$ cat src/hw/sysreg_defines.svh
// Purpose: offsets, field positions and reset values of the system register group
// Assumes: byte-wide register file addressing, registers at their printed numbers
// Notes: definitions only
`ifndef SYSREG_DEFINES_SVH
`define SYSREG_DEFINES_SVH

// ****************************************
// Register offsets
// ****************************************
`define OFS_FIRST_PTR 8'he8
`define OFS_SECOND_PTR 8'he9
`define OFS_PAGE_SELECT 8'hea
`define OFS_CORE_MODE 8'heb
`define OFS_USER_SP_HI 8'hec
`define OFS_USER_SP_LO 8'hed
`define OFS_SYS_SP_HI 8'hee
`define OFS_SYS_SP_LO 8'hef

// ****************************************
// Field positions
// ****************************************
`define PTR_BLOCK_MSB 7
`define PTR_BLOCK_LSB 3
`define PTR_MODE_BIT 2
`define PAGE_MSB 7
`define PAGE_LSB 2
`define MODE_SYS_STACK_BIT 7
`define MODE_USER_STACK_BIT 6
`define MODE_HALVE_BIT 5
`define MODE_PRESCALE_MSB 4
`define MODE_PRESCALE_LSB 2
`define MODE_BUS_REQ_BIT 1
`define MODE_FLOAT_BIT 0

// ****************************************
// Reset values
// ****************************************
`define CORE_MODE_RESET 8'he0
`define BLOCK_RESET 5'h00
`define PAGE_RESET 6'h00
`define SP_RESET 16'h0000

`endif

$ cat src/hw/sysreg_pkg.sv
// Purpose: shared types of the system register logic
// Assumes: constants live in sysreg_defines.svh
// Notes: types only
package sysreg_pkg;
	typedef enum logic {ST_IDLE, ST_PUSH} push_state_t;
	typedef logic [15:0] sp_word_t;
	typedef logic [7:0] reg_byte_t;
endpackage

$ cat src/hw/stack_ptr_if.sv
// Purpose: carries step and load requests to one stack pointer
// Assumes: one controller, one pointer unit
// Notes: ptr is the live pointer value
`timescale 1ns/1ps
interface stack_ptr_if;
	logic step_down;
	logic step_up;
	logic step_two;
	logic internal;
	logic load_hi;
	logic load_lo;
	logic [7:0] load_data;
	logic [15:0] ptr;
	modport ctrl (output step_down, step_up, step_two, internal, load_hi, load_lo, load_data,
		input ptr);
	modport unit (input step_down, step_up, step_two, internal, load_hi, load_lo, load_data,
		output ptr);
endinterface

$ cat src/hw/stack_pointer_unit.sv
// Purpose: one double-byte stack pointer with pre-decrement and post-increment
// Assumes: a step and a load never matter in the same cycle; the step wins
// Notes: in register-file mode only the low byte moves
`timescale 1ns/1ps
module stack_pointer_unit
(
	// Clock and reset
	input wire logic i_clk,
	input wire logic i_rstn,
	// Controller side
	stack_ptr_if.unit sp
);
	import sysreg_pkg::*;
	`include "sysreg_defines.svh"

	sp_word_t ptr_reg;
	sp_word_t ptr_next;
	sp_word_t sum;

	// ****************************************
	// Next pointer value
	// ****************************************
	// High byte is held in register-file mode so a wrap cannot leak into it
	always_comb
	begin
		sum = ptr_reg;
		if (sp.step_down)
			sum = ptr_reg - 16'h0001;
		else if (sp.step_up)
			sum = ptr_reg + (sp.step_two ? 16'h0002 : 16'h0001);
		ptr_next = sp.internal ? {ptr_reg[15:8], sum[7:0]} : sum; // RULE22
		if (!sp.step_down && !sp.step_up)
		begin
			if (sp.load_hi)
				ptr_next[15:8] = sp.load_data;
			if (sp.load_lo)
				ptr_next[7:0] = sp.load_data;
		end
	end

	// Pointer register
	always_ff @(posedge i_clk or negedge i_rstn)
	begin
		if (!i_rstn)
			ptr_reg <= `SP_RESET;
		else
			ptr_reg <= ptr_next; // RULE18
	end

	assign sp.ptr = ptr_reg;
endmodule

$ cat src/hw/internal_clock_divider.sv
// Purpose: internal clock tick from the oscillator input
// Assumes: i_clk is the oscillator input
// Notes: factor is (prescale + 1) times 1 or 2
`timescale 1ns/1ps
module internal_clock_divider
#(
	parameter int PRESCALE_W = 3
)
(
	// Clock and reset
	input wire logic i_clk,
	input wire logic i_rstn,
	// Division setting
	input wire logic i_halve,
	input wire logic [PRESCALE_W-1:0] i_prescale,
	// Tick out
	output logic o_tick
);
	logic [PRESCALE_W:0] cnt_reg;
	logic [PRESCALE_W:0] limit;

	// Terminal count; >= lets a smaller factor take effect at once
	always_comb
	begin
		limit = i_halve ? {i_prescale, 1'b1} : {1'b0, i_prescale}; // RULE12 RULE13
	end

	// Counter and tick
	always_ff @(posedge i_clk or negedge i_rstn)
	begin
		if (!i_rstn)
		begin
			cnt_reg <= '0;
			o_tick <= 1'b0;
		end
		else if (cnt_reg >= limit)
		begin
			cnt_reg <= '0;
			o_tick <= 1'b1;
		end
		else
		begin
			cnt_reg <= cnt_reg + 1'b1;
			o_tick <= 1'b0;
		end
	end
endmodule

$ cat src/hw/sysreg_core.sv
// Purpose: register pointers, page select, mode register and stack pointers of the core
// Assumes: one CPU clock, instruction strobes are one-cycle pulses from the sequencer
// Notes: reads answer one cycle after the strobe
//
// Operation
// RULE1: single-pointer instruction clears mode bit; set-first/second-pointer instructions set it.
// RULE2: Pointer register bits 1:0 always read zero.
// RULE3: In twin mode second pointer block supplies working registers r8 to r15.
// RULE4: Software keeps second pointer reserved when it is not in twin use.
// RULE5: Up to 64 pages of 16 registers map into the top group.
// RULE6: Page number bits 7:2 hold set-page operand until rewritten.
// RULE7: Page select bits 1:0 always read zero.
// RULE8: Interrupt entry never pushes the page select register.
// RULE9: Mode register resets to e0.
// RULE10: Mode bit 7 places system stack in register file when set.
// RULE11: Mode bit 6 places user stack in register file when set.
// RULE12: Mode bit 5 halves the oscillator input clock.
// RULE13: Mode bits 4:2 set internal clock division from 1 to 8.
// RULE14: Mode bit 1 enables bus requests from the request pin.
// RULE15: Mode bit 0 floats external address, data, strobe and direction lines.
// RULE16: Float control leaves lines used as general I/O untouched.
// RULE17: Software should set float control when only internal memory is used.
// RULE18: Stack pointer pre-decrements on push, post-increments on pop, by byte or word.
// RULE19: Pop only moves the pointer; stack contents stay unchanged.
// RULE20: Interrupt entry pushes PC, flags and code segment if enabled.
// RULE21: Near call pushes PC; segment call pushes PC and code segment.
// RULE22: Register-file stacks use only the pointer low byte.
// RULE23: Register file is seen as 32 blocks of eight registers.
// RULE24: Single mode group starts at even block at or below the given one.
// RULE25: Working address from first pointer, or pointer chosen by index bit 3.
`timescale 1ns/1ps
module sysreg_core
#(
	parameter int EXT_LINES = 16,
	parameter int CTRL_LINES = 3
)
(
	// Clock and reset
	input wire logic i_clk,
	input wire logic i_rstn,
	// Register file access
	input wire logic [7:0] i_reg_addr,
	input wire logic i_reg_wr,
	input wire logic i_reg_rd,
	input wire sysreg_pkg::reg_byte_t i_reg_wdata,
	output sysreg_pkg::reg_byte_t o_reg_rdata,
	output logic o_reg_ack,
	// Pointer instructions
	input wire logic i_set_single,
	input wire logic i_set_first_pointer,
	input wire logic i_set_second_pointer,
	input wire logic i_set_page,
	input wire logic [7:0] i_instr_operand,
	// Working register translation
	input wire logic [3:0] i_work_index,
	output logic [7:0] o_work_addr,
	output logic [5:0] o_page_number,
	// Software stack operations
	input wire logic i_push,
	input wire logic i_push_word,
	input wire sysreg_pkg::sp_word_t i_push_data,
	input wire logic i_pop,
	input wire logic i_pop_word,
	input wire logic i_stack_user,
	// Automatic pushes
	input wire logic i_interrupt_entry,
	input wire logic i_call_near,
	input wire logic i_call_segment,
	input wire sysreg_pkg::sp_word_t i_pc,
	input wire logic [7:0] i_flags,
	input wire logic [5:0] i_code_segment,
	input wire logic i_segment_push_enable,
	// Stack memory port
	output logic o_stack_wr,
	output logic o_stack_rd,
	output sysreg_pkg::sp_word_t o_stack_addr,
	output sysreg_pkg::reg_byte_t o_stack_wdata,
	output logic o_stack_in_regfile,
	output logic o_stack_busy,
	// Mode outputs
	output logic o_system_stack_internal,
	output logic o_user_stack_internal,
	output logic o_internal_clock_tick,
	// External bus
	input wire logic i_bus_request_pin,
	output logic o_bus_request,
	input wire logic [EXT_LINES-1:0] i_ext_addr_oe,
	input wire logic [EXT_LINES-1:0] i_ext_is_bus,
	input wire logic [CTRL_LINES-1:0] i_ext_ctrl_oe,
	output logic [EXT_LINES-1:0] o_ext_addr_oe,
	output logic [CTRL_LINES-1:0] o_ext_ctrl_oe,
	output logic o_bus_float
);
	import sysreg_pkg::*;
	`include "sysreg_defines.svh"

	// ****************************************
	// Declarations
	// ****************************************
	logic [4:0] first_block_reg;
	logic [4:0] second_block_reg;
	logic pointer_mode_reg;
	logic [5:0] page_reg;
	reg_byte_t mode_reg;
	logic bus_request_pin_meta_reg;
	logic bus_request_pin_sync_reg;
	push_state_t state_reg;
	logic [31:0] queue_reg;
	logic [2:0] count_reg;
	logic target_user_reg;
	logic wr_first;
	logic wr_second;
	logic wr_page;
	logic wr_mode;
	logic auto_any;
	logic auto_go;
	logic push_go;
	logic pop_go;
	logic push_step;
	logic push_user;
	logic sys_internal;
	logic user_internal;
	sp_word_t sys_dec;
	sp_word_t user_dec;
	sp_word_t push_addr;
	sp_word_t pop_addr;
	reg_byte_t read_mux;
	logic read_hit;

	stack_ptr_if sys_ptr ();
	stack_ptr_if user_ptr ();

	// ****************************************
	// Register write decode
	// ****************************************
	assign wr_first = i_reg_wr && (i_reg_addr == `OFS_FIRST_PTR);
	assign wr_second = i_reg_wr && (i_reg_addr == `OFS_SECOND_PTR);
	assign wr_page = i_reg_wr && (i_reg_addr == `OFS_PAGE_SELECT);
	assign wr_mode = i_reg_wr && (i_reg_addr == `OFS_CORE_MODE);

	// ****************************************
	// Working register pointers
	// ****************************************
	// First block; an instruction beats a same-cycle register write
	always_ff @(posedge i_clk or negedge i_rstn)
	begin
		if (!i_rstn)
			first_block_reg <= `BLOCK_RESET;
		else if (i_set_single || i_set_first_pointer)
			first_block_reg <= i_instr_operand[4:0]; // RULE23
		else if (wr_first)
			first_block_reg <= i_reg_wdata[`PTR_BLOCK_MSB:`PTR_BLOCK_LSB];
	end

	// Second block, only meaningful in twin mode
	always_ff @(posedge i_clk or negedge i_rstn)
	begin
		if (!i_rstn)
			second_block_reg <= `BLOCK_RESET;
		else if (i_set_second_pointer)
			second_block_reg <= i_instr_operand[4:0]; // RULE3
		else if (wr_second)
			second_block_reg <= i_reg_wdata[`PTR_BLOCK_MSB:`PTR_BLOCK_LSB];
	end

	// Mode bit shared by both pointer registers
	always_ff @(posedge i_clk or negedge i_rstn)
	begin
		if (!i_rstn)
			pointer_mode_reg <= 1'b0;
		else if (i_set_single)
			pointer_mode_reg <= 1'b0; // RULE1
		else if (i_set_first_pointer || i_set_second_pointer)
			pointer_mode_reg <= 1'b1; // RULE1
		else if (wr_first || wr_second)
			pointer_mode_reg <= i_reg_wdata[`PTR_MODE_BIT];
	end

	// Working address; odd blocks round down in single mode
	always_ff @(posedge i_clk or negedge i_rstn)
	begin
		if (!i_rstn)
			o_work_addr <= 8'h00;
		else if (!pointer_mode_reg)
			o_work_addr <= {first_block_reg[4:1], i_work_index}; // RULE24 RULE25
		else if (i_work_index[3])
			o_work_addr <= {second_block_reg, i_work_index[2:0]}; // RULE3 RULE25
		else
			o_work_addr <= {first_block_reg, i_work_index[2:0]}; // RULE25
	end

	// ****************************************
	// Page select
	// ****************************************
	// Held until rewritten; no peripheral decode here, pages are decoded downstream
	always_ff @(posedge i_clk or negedge i_rstn)
	begin
		if (!i_rstn)
			page_reg <= `PAGE_RESET;
		else if (i_set_page)
			page_reg <= i_instr_operand[5:0]; // RULE6
		else if (wr_page)
			page_reg <= i_reg_wdata[`PAGE_MSB:`PAGE_LSB]; // RULE6
	end

	// Page number to the group F decode
	always_ff @(posedge i_clk or negedge i_rstn)
	begin
		if (!i_rstn)
			o_page_number <= `PAGE_RESET;
		else
			o_page_number <= page_reg; // RULE5
	end

	// ****************************************
	// Mode register
	// ****************************************
	always_ff @(posedge i_clk or negedge i_rstn)
	begin
		if (!i_rstn)
			mode_reg <= `CORE_MODE_RESET; // RULE9
		else if (wr_mode)
			mode_reg <= i_reg_wdata;
	end

	assign sys_internal = mode_reg[`MODE_SYS_STACK_BIT];
	assign user_internal = mode_reg[`MODE_USER_STACK_BIT];

	// Registered copies of the stack placement
	always_ff @(posedge i_clk or negedge i_rstn)
	begin
		if (!i_rstn)
		begin
			o_system_stack_internal <= 1'b1;
			o_user_stack_internal <= 1'b1;
		end
		else
		begin
			o_system_stack_internal <= sys_internal; // RULE10
			o_user_stack_internal <= user_internal; // RULE11
		end
	end

	// Internal clock from oscillator input, halve and prescale
	internal_clock_divider #(.PRESCALE_W(3)) u_clock_divider
	(
		.i_clk(i_clk),
		.i_rstn(i_rstn),
		.i_halve(mode_reg[`MODE_HALVE_BIT]),
		.i_prescale(mode_reg[`MODE_PRESCALE_MSB:`MODE_PRESCALE_LSB]),
		.o_tick(o_internal_clock_tick)
	);

	// ****************************************
	// External bus control
	// ****************************************
	// Request pin is asynchronous: two flops before use
	always_ff @(posedge i_clk or negedge i_rstn)
	begin
		if (!i_rstn)
		begin
			bus_request_pin_meta_reg <= 1'b0;
			bus_request_pin_sync_reg <= 1'b0;
		end
		else
		begin
			bus_request_pin_meta_reg <= i_bus_request_pin;
			bus_request_pin_sync_reg <= bus_request_pin_meta_reg;
		end
	end

	// Request forwarded only while enabled
	always_ff @(posedge i_clk or negedge i_rstn)
	begin
		if (!i_rstn)
			o_bus_request <= 1'b0;
		else
			o_bus_request <= bus_request_pin_sync_reg && mode_reg[`MODE_BUS_REQ_BIT]; // RULE14
	end

	// Float masks only bus lines; general I/O pins pass through
	always_ff @(posedge i_clk or negedge i_rstn)
	begin
		if (!i_rstn)
		begin
			o_ext_addr_oe <= '0;
			o_ext_ctrl_oe <= '0;
			o_bus_float <= 1'b0;
		end
		else
		begin
			o_ext_addr_oe <= i_ext_addr_oe
				& ~({EXT_LINES{mode_reg[`MODE_FLOAT_BIT]}} & i_ext_is_bus); // RULE15 RULE16
			o_ext_ctrl_oe <= mode_reg[`MODE_FLOAT_BIT] ? '0 : i_ext_ctrl_oe; // RULE15
			o_bus_float <= mode_reg[`MODE_FLOAT_BIT];
		end
	end

	// ****************************************
	// Stack request arbitration
	// ****************************************
	// Requests seen while a push runs are dropped; the sequencer must wait on busy
	assign auto_any = i_interrupt_entry || i_call_segment || i_call_near;
	assign auto_go = (state_reg == ST_IDLE) && auto_any;
	assign push_go = (state_reg == ST_IDLE) && !auto_any && i_push;
	assign pop_go = (state_reg == ST_IDLE) && !auto_any && !i_push && i_pop;
	assign push_step = (state_reg == ST_PUSH);
	assign push_user = target_user_reg;

	// Pre-decremented addresses, low byte only in register file
	assign sys_dec = sys_ptr.ptr - 16'h0001;
	assign user_dec = user_ptr.ptr - 16'h0001;

	always_comb
	begin
		if (push_user)
			push_addr = user_internal ? {8'h00, user_dec[7:0]} : user_dec; // RULE22
		else
			push_addr = sys_internal ? {8'h00, sys_dec[7:0]} : sys_dec; // RULE22
		if (i_stack_user)
			pop_addr = user_internal ? {8'h00, user_ptr.ptr[7:0]} : user_ptr.ptr;
		else
			pop_addr = sys_internal ? {8'h00, sys_ptr.ptr[7:0]} : sys_ptr.ptr;
	end

	// Push sequencer state
	always_ff @(posedge i_clk or negedge i_rstn)
	begin
		if (!i_rstn)
			state_reg <= ST_IDLE;
		else
		begin
			unique case (state_reg)
				ST_IDLE:
					if (auto_go || push_go)
						state_reg <= ST_PUSH;
				ST_PUSH:
					if (count_reg == 3'd1)
						state_reg <= ST_IDLE;
			endcase
		end
	end

	// Byte queue; page select is never part of it
	always_ff @(posedge i_clk or negedge i_rstn)
	begin
		if (!i_rstn)
		begin
			queue_reg <= '0;
			count_reg <= 3'd0;
			target_user_reg <= 1'b0;
		end
		else if (auto_go)
		begin
			target_user_reg <= 1'b0;
			queue_reg <= {2'b00, i_code_segment, i_flags, i_pc[15:8], i_pc[7:0]}; // RULE8
			if (i_interrupt_entry)
			begin
				count_reg <= i_segment_push_enable ? 3'd4 : 3'd3; // RULE20
				queue_reg <= {2'b00, i_code_segment, i_flags, i_pc[15:8], i_pc[7:0]}; // RULE20
			end
			else if (i_call_segment)
			begin
				count_reg <= 3'd3; // RULE21
				queue_reg <= {10'h000, i_code_segment, i_pc[15:8], i_pc[7:0]}; // RULE21
			end
			else
				count_reg <= 3'd2; // RULE21
		end
		else if (push_go)
		begin
			target_user_reg <= i_stack_user;
			queue_reg <= {16'h0000, i_push_data};
			count_reg <= i_push_word ? 3'd2 : 3'd1; // RULE18
		end
		else if (push_step)
		begin
			queue_reg <= {8'h00, queue_reg[31:8]};
			count_reg <= count_reg - 3'd1;
		end
	end

	// ****************************************
	// Pointer unit control
	// ****************************************
	// A push step or pop beats a register load on the same pointer
	always_comb
	begin
		sys_ptr.step_down = push_step && !push_user; // RULE18
		sys_ptr.step_up = pop_go && !i_stack_user; // RULE18
		sys_ptr.step_two = i_pop_word;
		sys_ptr.internal = sys_internal; // RULE22
		sys_ptr.load_hi = i_reg_wr && (i_reg_addr == `OFS_SYS_SP_HI);
		sys_ptr.load_lo = i_reg_wr && (i_reg_addr == `OFS_SYS_SP_LO);
		sys_ptr.load_data = i_reg_wdata;
		user_ptr.step_down = push_step && push_user; // RULE18
		user_ptr.step_up = pop_go && i_stack_user; // RULE18
		user_ptr.step_two = i_pop_word;
		user_ptr.internal = user_internal; // RULE22
		user_ptr.load_hi = i_reg_wr && (i_reg_addr == `OFS_USER_SP_HI);
		user_ptr.load_lo = i_reg_wr && (i_reg_addr == `OFS_USER_SP_LO);
		user_ptr.load_data = i_reg_wdata;
	end

	stack_pointer_unit u_system_sp
	(
		.i_clk(i_clk),
		.i_rstn(i_rstn),
		.sp(sys_ptr)
	);

	stack_pointer_unit u_user_sp
	(
		.i_clk(i_clk),
		.i_rstn(i_rstn),
		.sp(user_ptr)
	);

	// ****************************************
	// Stack memory port
	// ****************************************
	// Pop reads only; nothing is written so old contents survive
	always_ff @(posedge i_clk or negedge i_rstn)
	begin
		if (!i_rstn)
		begin
			o_stack_wr <= 1'b0;
			o_stack_rd <= 1'b0;
			o_stack_addr <= '0;
			o_stack_wdata <= 8'h00;
			o_stack_in_regfile <= 1'b1;
			o_stack_busy <= 1'b0;
		end
		else
		begin
			o_stack_wr <= push_step; // RULE18
			o_stack_rd <= pop_go; // RULE19
			o_stack_wdata <= queue_reg[7:0];
			if (push_step)
			begin
				o_stack_addr <= push_addr; // RULE18
				o_stack_in_regfile <= push_user ? user_internal : sys_internal;
			end
			else if (pop_go)
			begin
				o_stack_addr <= pop_addr; // RULE19
				o_stack_in_regfile <= i_stack_user ? user_internal : sys_internal;
			end
			o_stack_busy <= (auto_go || push_go) || (push_step && count_reg != 3'd1);
		end
	end

	// ****************************************
	// Register read
	// ****************************************
	always_comb
	begin
		read_hit = 1'b1;
		unique case (i_reg_addr)
			`OFS_FIRST_PTR: read_mux = {first_block_reg, pointer_mode_reg, 2'b00}; // RULE2
			`OFS_SECOND_PTR: read_mux = {second_block_reg, pointer_mode_reg, 2'b00}; // RULE2
			`OFS_PAGE_SELECT: read_mux = {page_reg, 2'b00}; // RULE7
			`OFS_CORE_MODE: read_mux = mode_reg;
			`OFS_USER_SP_HI: read_mux = user_ptr.ptr[15:8];
			`OFS_USER_SP_LO: read_mux = user_ptr.ptr[7:0];
			`OFS_SYS_SP_HI: read_mux = sys_ptr.ptr[15:8];
			`OFS_SYS_SP_LO: read_mux = sys_ptr.ptr[7:0];
			default:
			begin
				read_mux = 8'h00;
				read_hit = 1'b0;
			end
		endcase
	end

	// Read data one cycle after the strobe; unmapped reads give zero and no ack
	always_ff @(posedge i_clk or negedge i_rstn)
	begin
		if (!i_rstn)
		begin
			o_reg_rdata <= 8'h00;
			o_reg_ack <= 1'b0;
		end
		else
		begin
			o_reg_rdata <= i_reg_rd ? read_mux : 8'h00;
			o_reg_ack <= i_reg_rd && read_hit;
		end
	end
endmodule

$ cat config.mk
export PLATFORM = sky130hd
export DESIGN_NAME = sysreg_core
export DESIGN_NICKNAME = d
export VERILOG_FILES = /design/src/hw/sysreg_pkg.sv /design/src/hw/stack_ptr_if.sv /design/src/hw/stack_pointer_unit.sv /design/src/hw/internal_clock_divider.sv /design/src/hw/sysreg_core.sv
export VERILOG_INCLUDE_DIRS = /design/src /design/src/hw
export SDC_FILE = /design/constraint.sdc
export NUM_CORES = 1
export LEC_CHECK = 0
export BUFFER_PORTS_ARGS = -buffer_cell sky130_fd_sc_hd__buf_4
export CORE_ASPECT_RATIO = 1.1
export CORE_MARGIN = 10
export CORE_UTILIZATION = 35
export DETAILED_ROUTE_END_ITERATION = 7
export PLACE_DENSITY = 0.53
export SLEW_MARGIN = 10
export SYNTH_ARGS = -nofsm -noshare
export SYNTH_HDL_FRONTEND = slang
export SYNTH_SLANG_ARGS = --single-unit
$ cat constraint.sdc
create_clock -name i_clk -period 3.5 [get_ports i_clk]
set_input_delay 0.175 -clock i_clk [delete_from_list [all_inputs] [get_ports i_clk]]
set_output_delay 0.175 -clock i_clk [all_outputs]
set_load 0.02 [all_outputs]
* Word-level counts from Yosys, hierarchy flattened
Index checks and enable logic that the tools add are counted.
** Word-level totals
- Bits in registers :: 175
- Bits of input ports :: 127
- Output and inout bits :: 75
- Word-level logic and storage cells :: 157
** Operators by class
- Add/subtract/negate cells :: 6
- Magnitude comparators :: 1
- Equality and inequality tests :: 10
- Mux-type cells :: 60
- Bitwise logic cells :: 4
- Reductions and logical operators :: 45
** Operators by type and width (count)
- two-way mux 16 bit :: 16
- two-way mux 32 bit :: 3
- == test 8 bit (second input constant) :: 8
- one-hot mux 8 bit (8 select lines) :: 1
- two-way mux 30 bit :: 2
- two-way mux 8 bit :: 7
- AND 16 bit :: 2
- subtractor 16 x 1 -> 16 bit (second input constant) :: 2
- logical AND 1 bit :: 22
- two-way mux 5 bit :: 4
- two-way mux 3 bit :: 6
- adder 16 bit :: 1
- adder 16 x 2 -> 16 bit :: 1
- NOT 16 bit :: 1
- two-way mux 1 bit :: 14
- two-way mux 6 bit :: 2
- nonzero test 2 bit :: 5
- zero test 1 bit :: 8
- two-way mux 4 bit :: 2
- OR reduction 8 bit :: 1
- logical OR 1 bit :: 7
- nonzero test 3 bit :: 2
- adder 4 x 1 -> 4 bit (second input constant) :: 1
- greater-or-equal comparator 4 bit :: 1
- 6 further kinds :: 7

* Logic depth before layout (Yosys ltp)
Gate-level depths: netlist of the first run.
- Depth in word-level cells :: 12
- Mapped depth :: 9
- Gate-level depth less buffers :: 9

* Modules after synthesis
Synthesis of the first run repeated with hierarchy kept, for this count alone.
** Second synthesis, totals
- Cells, all modules :: 986
- Area total of the unflattened synthesis :: 9634.2 um2
** Modules (own cells, without submodules)
- sysreg_core :: times used 1, cells an instance 657, area an instance 6869.1 um2, seq. area each 3410.8 um2
- stack_pointer_unit :: times used 2, cells an instance 150, area an instance 1218.7 um2, seq. area each 400.4 um2
- internal_clock_divider :: times used 1, cells an instance 29, area an instance 327.8 um2, seq. area each 125.1 um2

* Worst setup path after synthesis of the first run
No wires, ideal clock.
- Kind :: flip-flop to flip-flop
- Start :: register state_reg (netlist: push_step)
- End :: register u_user_sp.ptr_reg[9] (netlist: u_user_sp.sp.ptr[9])
- Arrival time :: 2.178 ns
- Required time :: 3.375 ns
- Setup slack :: 1.198 ns
- Stages on the path, launching flop included :: 8
- Buffers on the path :: 2
- Clock period less this slack :: 2.302 ns
- Cells stage by stage :: dfrtp_1 > or4_1 > buf_2 > or3_1 > buf_2 > o32ai_4 > xor2_1 > mux2_2
** On the way
- Longest elaborated chain between the ends :: 10
- Elaborated cells on any way between the ends :: 14
- Classes of those cells :: mux: 5; bitwise: 1; reduce/logical: 8
** Ends and longest elaborated chain
- start: declaration :: RTL line sysreg_core.sv:107 : push_state_t state_reg;
- start signal: assignment :: RTL line sysreg_core.sv:330 : state_reg <= ST_IDLE;
- start signal: assignment :: RTL line sysreg_core.sv:336 : state_reg <= ST_PUSH;
- start signal: assignment :: RTL line sysreg_core.sv:339 : state_reg <= ST_IDLE;
- NOT 1 bit
- logical AND 1 bit (3 in a row) :: RTL line sysreg_core.sv:306 : assign pop_go = (state_reg == ST_IDLE) && !auto_any && !i_push && i_pop;
- logical AND 1 bit :: RTL line sysreg_core.sv:397 : user_ptr.step_up = pop_go && i_stack_user;
- two-way mux 16 bit :: RTL line stack_pointer_unit.sv:29 : else if (sp.step_up)
- two-way mux 16 bit :: RTL line stack_pointer_unit.sv:27 : if (sp.step_down)
- two-way mux 16 bit :: RTL line stack_pointer_unit.sv:31 : ptr_next = sp.internal ? {ptr_reg[15:8], sum[7:0]} : sum;
- two-way mux 8 bit :: RTL line stack_pointer_unit.sv:34 : if (sp.load_hi)
- two-way mux 16 bit (*) :: RTL line stack_pointer_unit.sv:32 : if (!sp.step_down && !sp.step_up)
- named net u_user_sp.ptr_next[9] :: RTL line stack_pointer_unit.sv:17 : sp_word_t ptr_next;
- end signal: assignment :: RTL line stack_pointer_unit.sv:45 : ptr_reg <= `SP_RESET;
- end signal: assignment :: RTL line stack_pointer_unit.sv:47 : ptr_reg <= ptr_next;
- end: declaration :: RTL line stack_pointer_unit.sv:16 : sp_word_t ptr_reg;
Mark *: on every way through the listed nets, which the timed path passes. The rest lies on a longest branch.
A chain may end at the register's enable or synchronous reset.

* Worst setup path in the final report of the first run
- Start :: register u_system_sp.ptr_reg[0] (netlist: u_system_sp.sp.ptr[0])
- End :: register u_system_sp.ptr_reg[14] (netlist: u_system_sp.sp.ptr[14])
** On the way
- Longest elaborated chain between the ends :: 6
- Elaborated cells on any way between the ends :: 7
- Classes of those cells :: add/sub: 2; mux: 5
** Ends and longest elaborated chain
- start: declaration :: RTL line stack_pointer_unit.sv:16
- start signal: assignment :: RTL line stack_pointer_unit.sv:45
- start signal: assignment :: RTL line stack_pointer_unit.sv:47
- adder 16 bit :: RTL line stack_pointer_unit.sv:30 : sum = ptr_reg + (sp.step_two ? 16'h0002 : 16'h0001);
- two-way mux 16 bit :: RTL line stack_pointer_unit.sv:29
- two-way mux 16 bit (*) :: RTL line stack_pointer_unit.sv:27
- two-way mux 16 bit (*) :: RTL line stack_pointer_unit.sv:31
- two-way mux 8 bit :: RTL line stack_pointer_unit.sv:34
- two-way mux 16 bit (*) :: RTL line stack_pointer_unit.sv:32
- named net u_system_sp.ptr_next[14] :: RTL line stack_pointer_unit.sv:17
Marks and branches as above.

==> results of run 1 <==
## placed cells by master, fill, tap and decap left out, drive strengths merged, types with 7 or more instances in the layout
master	count
dlygate4sd3	56
a21o	21
nor3	21
a21oi	43
a22oi	7
a31oi	25
nand2	94
nor2b	10
o221ai	8
or3	9
nand3	22
mux2	19
xor2	13
nand4	13
clkbuf	21
inv	34
nor4	19
o31a	7
a211oi	18
nor2	86
and3	9
a21boi	20
o21a	7
mux2i	56
ha	13
o31ai	8
a22o	9
o21ai	72
xnor2	21
dfrtp	167
buf	218
## worst reg2reg max path, stage by stage (launching register included)
cell      delay, ns
dfrtp_1        0.55
ha_1           0.25
inv_1          0.05
fa_1           0.46
nand4b_1       0.22
nor4_1         0.64
a32oi_1        0.19
xnor2_1        0.17
mux2_2         0.26
## stage by stage
step	hold WS, ns	cells	power [mW]	util [%]
floorplan	-0.121	1040	4.96	-
finish	0.0466	1618	8.14	45.9
detailed placement	0.285	1530	6.11	41.7
CTS	0.0307	1618	8.19	45.9
global route	0.0528	1618	8.65	45.9
global placement	0.285	1530	6.07	41.7
## synthesized netlist by cell type (all sizes together), types with 4 or more instances
library cell    n  area, um^2
o31ai           8        60.1
o21a            7        52.6
nor2           86         323
xor2           13         114
o32a            6        60.1
o311a           4        40.0
or4             5        37.5
o221ai          8        70.1
or3             9        61.3
a31oi          25         156
a21boi         20         150
dfrtp         167        4180
a22oi           7        52.6
a22o            9        78.8
inv            28         105
buf            19        83.8
dfstp           6         158
mux2           19         214
nor4           19         119
a21oi          43         215
nor2b          10        62.6
a21o           21         158
o22a            6        52.6
nand2b          6        37.5
nor4b           4        35.0
and4            5        43.8
o21ai          72         360
a211oi         18         135
nand2          94         353
clkbuf         73         274
o31a            7        61.3
o22ai           6        37.5
nand4          13        81.3
o211ai          4        30.0
xnor2          21         184
nand3          22         110
a32oi           6        52.6
nor3b           6        45.0
or2             4        25.0
mux2i          56         561
and3            9        56.3
ha             13         163
nor3           21         105
## layout make-up
class,instances,area (um^2)
sequential,173,4340
inverter,28,105
fill,2677,14900
clock inverter,12,151
clock buffer,20,457
timing repair buffer,275,2210
tap,363,454
multi-input combinational,747,4970
## power by group through the flow
| stage | Combinational, mW | Sequential [mW] | Clock (mW) |
|---|---|---|---|
| after CTS | 2.94 | 3.20 | 2.04 |
| after global placement | 2.84 | 3.23 | 0 |
| after global routing | 3.22 | 3.29 | 2.14 |
| after detailed placement | 2.87 | 3.24 | 0 |
| after floorplan | 1.93 | 3.03 | 0 |
| final | 2.92 | 3.22 | 2.00 |
## metal layers
layer | vias to the layer above | wire length, um | GRT usage [%]
met5 | - | 0 | 0
li1 | 4186 | - | -
met4 | 0 | 1250 | 8.61
met3 | 54 | 2100 | 4.13
met2 | 305 | 15900 | 30.3
met1 | 4367 | 14700 | 24.6
## worst paths after layout
| kind | start | end | slack, ns |
|---|---|---|---|
| worst max register to register | u_system_sp.sp.ptr[0] | u_system_sp.sp.ptr[14] | 0.60 |
| max in group asynchronous | i_rstn | o_system_stack_internal | 2.16 |
| min in group asynchronous | i_rstn | o_page_number[5] | 0.41 |
| worst min-delay path | i_set_page | page_reg[5] | 0.05 |
| worst min register to register | bus_request_pin_meta_reg | bus_request_pin_sync_reg | 0.35 |
| worst max-delay path | u_system_sp.sp.ptr[0] | u_system_sp.sp.ptr[14] | 0.60 |
## kinds of logic (layout without fill, tap and decap cells)
family	count (synthesis)	in the layout	share of synthesized area, %
compound gates	292	292	20.4
xor+xnor	34	34	3.06
fa+ha+maj	15	15	2.08
buf+inv	120	335	4.75
flops	173	173	44.5
mux	77	77	8.41
simple gates	329	329	16.8
==> run_results.csv, run 1 <==
group,metric,value,unit
min_path,min_path_cells,2,
global_routing,overflow,0,
floorplanning,core,27600,um^2
worst_setup_path,cp_slowest_stage_delay,0.64,ns
drt,wl_per_cell,21.0,um
finish,area_growth,30.2,%
power_and_ir_drop,peakVddDrop,0.291,mV
clocking,cts_tree,"built",
sta,rsz0062_at_grt,"false",
placed_design,place_congestion,0.955,
finish,stdcell_area,12700,um^2
synthesis,postSynthCellCount,1040,
power_and_ir_drop,power_switching,3.17,mW
placed_design,place_area,11500,um^2
power_and_ir_drop,total_leakage_power,5.58,nW
sta,tightest_slew,1.05,ns
power_and_ir_drop,switching_share,39.0,%
floorplanning,ios,202,
drt,drtAntennaViolNets,0,
synthesis,yosys_warnings,0,
worst_setup_path,cp_max_fo,9,
job,maxCapViolCount,0,
synthesis,synth-edff-count,0,
worst_setup_path,reg2reg_depth,8,
floorplanning,fp.dieH,195,um
clocking,post_cts_resized,0,
finish,largest_reg_flops,30,
sta,fmax,345,MHz
drt,drt-pass1-iter-count,5,
finish,antenna_cells,0,
power_and_ir_drop,share_seq_of_total_power,39.6,%
sta,hold_viol_final,0,
worst_setup_path,critPathLaunchType,"register",
worst_setup_path,cp_cell_sequence,"ha_1 -> inv_1 -> fa_1 -> nand4b_1 -> nor4_1 -> a32oi_1 -> xnor2_1 -> mux2_2",
placed_design,dp_hpwl,24100,um
clocking,holdBufCountCts,56,
global_routing,antenna_found_initial,0,
synthesis,ys.flop_type,"dfrtp_1",
floorplanning,fp-row-count,64,
synthesis,synth_area,9740,um^2
clocking,postCtsSetupBuffers,0,
drt,wl,34000,um
power_and_ir_drop,combPwrFrac,35.9,%
sta,fin_crit,2.90,ns
clocking,insertion_delay,0.44,ns
min_path,min_path_type,"in2reg",
clocking,clock_path_buffers,2,
sta,fin_tns_setup,0,ns
drt,vias,8912,
placed_design,dp_slack,0.839,ns
power_and_ir_drop,p_int,4.96,mW
drt,via_per_inst,5.51,
power_and_ir_drop,power.density,642,nW/um^2
synthesis,synth-seq-cells,173,
global_routing,grt_usage,19.2,%
worst_setup_path,cp_data_arrival_time,3.22,ns
floorplanning,start_util,35.3,%
clocking,root_buffer,"clkbuf_16",
sta,finClkSkew,0.0184,ns
power_and_ir_drop,clock_power_share,24.6,%
clocking,path_clk_slew,0.07,ns
worst_setup_path,critPathCaptureType,"register",
clocking,clock_sinks,173,
global_routing,grt_pass1_wl,52300,um
worst_setup_path,cp_data_required_time,3.82,ns
clocking,cts-htree-levels,4,
synthesis,synthArstFlopShare,100,%
sta,max-slew-margin-rel,29.4,%
global_routing,grt_pass1_vias,8846,
sta,drv_slew,0,
worst_setup_path,slowest_stage,"nor4_1",
synthesis,synth_cell_types,70,
placed_design,port_buffers,199,
sta,min_period_over_period,82.8,%
finish,nets,1384,
worst_setup_path,worst-path-buf-inv,1,
synthesis,synth.avg_cell_area,9.37,um^2
floorplanning,dieArea,34900,um^2
worst_setup_path,crit_type,"reg2reg",
drt,drt_iter0_drc,629,
floorplanning,chipWidth,179,um
worst_setup_path,crit_family,"simple AND/OR/NAND/NOR gates",
worst_setup_path,cp_num_cells,8,
run_status,status,"finished clean",
clocking,cts_buffers,17,
synthesis,syn_nets,1182,
finish,final_layout_size_suffix_gt1_share,23.3,%
drt,route.detailed.drc,0,
global_routing,grt_max_degree,102,
sta,layout_setup_ws,0.602,ns
synthesis,synth-seq-area-share,44.5,%
sta,setup_viol,0,
Note: power is estimated with default switching activity, not from simulation.
==> run 2: changes to the inputs <==
Settings changed: PLACE_DENSITY 0.53 to 0.55.
Clock period 3.5 ns to 2.45 ns, I/O delays scaled along.
==> run_results.csv, run 2 (same netlist as run 1, synthesis figures left out) <==
group,metric,value,unit
power_and_ir_drop,p_int,7.15,mW
sta,hold_viol_final,0,
finish,largest_reg_flops,30,
finish,final_cell_count_no_fill,1676,
finish,final_layout_size_suffix_gt1_share,26.0,%
sta,max-slew-margin-rel,43.4,%
sta,finClkSkew,0.0145,ns
clocking,path_clk_slew,0.08,ns
finish,antenna_cells,0,
worst_setup_path,endpoint,"u_user_sp.sp.ptr[8]",
finish,final_core_util,47.8,%
power_and_ir_drop,clock_power_share,23.0,%
finish,nets,1442,
sta,layout_setup_ws,0.131,ns
drt,wl_per_cell,20.2,um
global_routing,grt_max_degree,68,
sta,rsz0062_at_grt,"false",
floorplanning,ios,202,
clocking,root_buffer,"clkbuf_16",
clocking,cts-htree-levels,4,
drt,drtAntennaViolNets,0,
finish,multiInputGateArea,4990,um^2
worst_setup_path,cp_slowest_stage_delay,0.67,ns
finish,stdcell_area,13200,um^2
sta,fmax,431,MHz
global_routing,grt_pass1_vias,9070,
global_routing,grt_pass1_wl,52100,um
placed_design,port_buffers,199,
floorplanning,core,27600,um^2
clocking,insertion_delay,0.44,ns
finish,regArea,4340,um^2
finish,layout_commonest_cell,"buf_4",
clocking,clock_path_buffers,2,
worst_setup_path,startpoint,"u_user_sp.sp.ptr[0]",
worst_setup_path,cp_max_fo,6,
sta,fin_crit,2.32,ns
power_and_ir_drop,total_leakage_power,5.86,nW
finish,area_growth,35.5,%
power_and_ir_drop,share_seq_of_total_power,37.5,%
worst_setup_path,cp_cell_sequence,"inv_1 -> ha_1 -> or4b_2 -> nor3_1 -> a2bb2oi_1 -> or3_1 -> a31oi_1",
sta,drv_slew,0,
power_and_ir_drop,peakVddDrop,0.393,mV
job,maxCapViolCount,0,
placed_design,dp_hpwl,24700,um
floorplanning,fp-row-count,64,
min_path,min_path_type,"in2reg",
global_routing,overflow,0,
drt,route.detailed.drc,0,
worst_setup_path,crit_family,"simple AND/OR/NAND/NOR gates",
drt,drt-pass1-iter-count,8,
floorplanning,start_util,35.3,%
clocking,cts_buffers,17,
placed_design,dpl.cell_count,1575,
clocking,cts_tree,"built",
placed_design,place_area,11900,um^2
worst_setup_path,critPathCaptureType,"register",
worst_setup_path,r2r_end,"u_user_sp.sp.ptr[8]",
run_status,status,"finished clean",
worst_setup_path,crit_type,"reg2reg",
worst_setup_path,critPathLaunchType,"register",
min_path,min_path_cells,4,
sta,fin_tns_setup,0,ns
drt,wl,33800,um
finish,fill_cells,2686,
placed_design,place_congestion,0.943,
sta,min_period_over_period,94.7,%
placed_design,dp_slack,0.114,ns
worst_setup_path,worst-path-buf-inv,1,
power_and_ir_drop,power.density,896,nW/um^2
worst_setup_path,cp_data_required_time,2.81,ns
global_routing,grt_usage,19.2,%
worst_setup_path,r2r_start,"u_user_sp.sp.ptr[0]",
clocking,clock_sinks,173,
power_and_ir_drop,combPwrFrac,39.5,%
worst_setup_path,reg2reg_depth,7,
drt,via_per_inst,5.39,
power_and_ir_drop,switching_share,39.5,%
worst_setup_path,slowest_stage,"or4b_2",
power_and_ir_drop,power_switching,4.67,mW
sta,setup_viol,0,
sta,tightest_slew,0.845,ns
floorplanning,fp.dieH,195,um
drt,drt_iter0_drc,654,
floorplanning,chipWidth,179,um
worst_setup_path,reg2reg_slack,0.13,ns
drt,vias,9040,
finish,layout_common_cells,"buf_4, dfrtp_1, nand2_1, nor2_1, dlygate4sd3_1",
global_routing,antenna_found_initial,0,
floorplanning,dieArea,34900,um^2
worst_setup_path,cp_num_cells,7,
clocking,postCtsSetupBuffers,0,
worst_setup_path,cp_data_arrival_time,2.68,ns
-- run 2: stage by stage --
stage          hold WS [ns]  power, mW
2_1_floorplan        -0.173       7.09
3_3_place_gp          0.122       8.97
3_5_place_dp          0.120       9.04
4_1_cts            0.000776       11.9
5_1_grt              0.0124       12.6
6_report             0.0225       11.8
-- run 2: power by group through the flow --
stage	logic (mW)	clock network, mW	registers (mW)
finish	4.68	2.72	4.43
global route	5.11	2.90	4.55
CTS	4.68	2.79	4.42
detailed placement	4.57	0	4.47
global placement	4.52	0	4.45
floorplan	2.76	0	4.33
-- run 2: worst register-to-register path, cell delays in order, from the launching register on --
cell and delay, ns:
dfrtp_2 0.46, inv_1 0.07, ha_1 0.17, or4b_2 0.67, nor3_1 0.28, a2bb2oi_1 0.12
or3_1 0.31, a31oi_1 0.16
-- run 2: layout make-up --
cell class | instances | share of cell area [%]
multi-input combinational | 747 | 37.8
sequential | 173 | 32.9
timing repair buffer | 333 | 20.7
tap | 363 | 3.44
clock buffer | 18 | 3.33
clock inverter | 14 | 1.11
inverter | 28 | 0.796
-- run 2: worst min path at each step --
stage                              from                       end  slack (ns)
floorplan                        i_rstn  bus_request_pin_meta_reg       -0.17
global placement                 i_rstn    u_clock_divider.o_tick        0.12
detailed placement               i_rstn    u_clock_divider.o_tick        0.12
CTS                 i_set_first_pointer          pointer_mode_reg      0.0008
global route             i_reg_wdata[5]       u_user_sp.sp.ptr[5]        0.01
finish              i_set_first_pointer          pointer_mode_reg        0.02
-- run 2: routing by layer --
metal	up-vias	wire, um	global-route usage (%)	part of all wire (%)
met5	-	0	0	0
met3	59	2380	5.00	7.0
li1	4311	-	-	-
met2	322	16100	30.4	48
met1	4348	14300	24.3	42
met4	0	1040	7.66	3.1
-- run 2: timing repair --
action,4_1_cts,5_1_grt
setup endpoints to repair,0,5
resized for setup,0,4
hold buffers,69,0
hold endpoints to repair,104,0
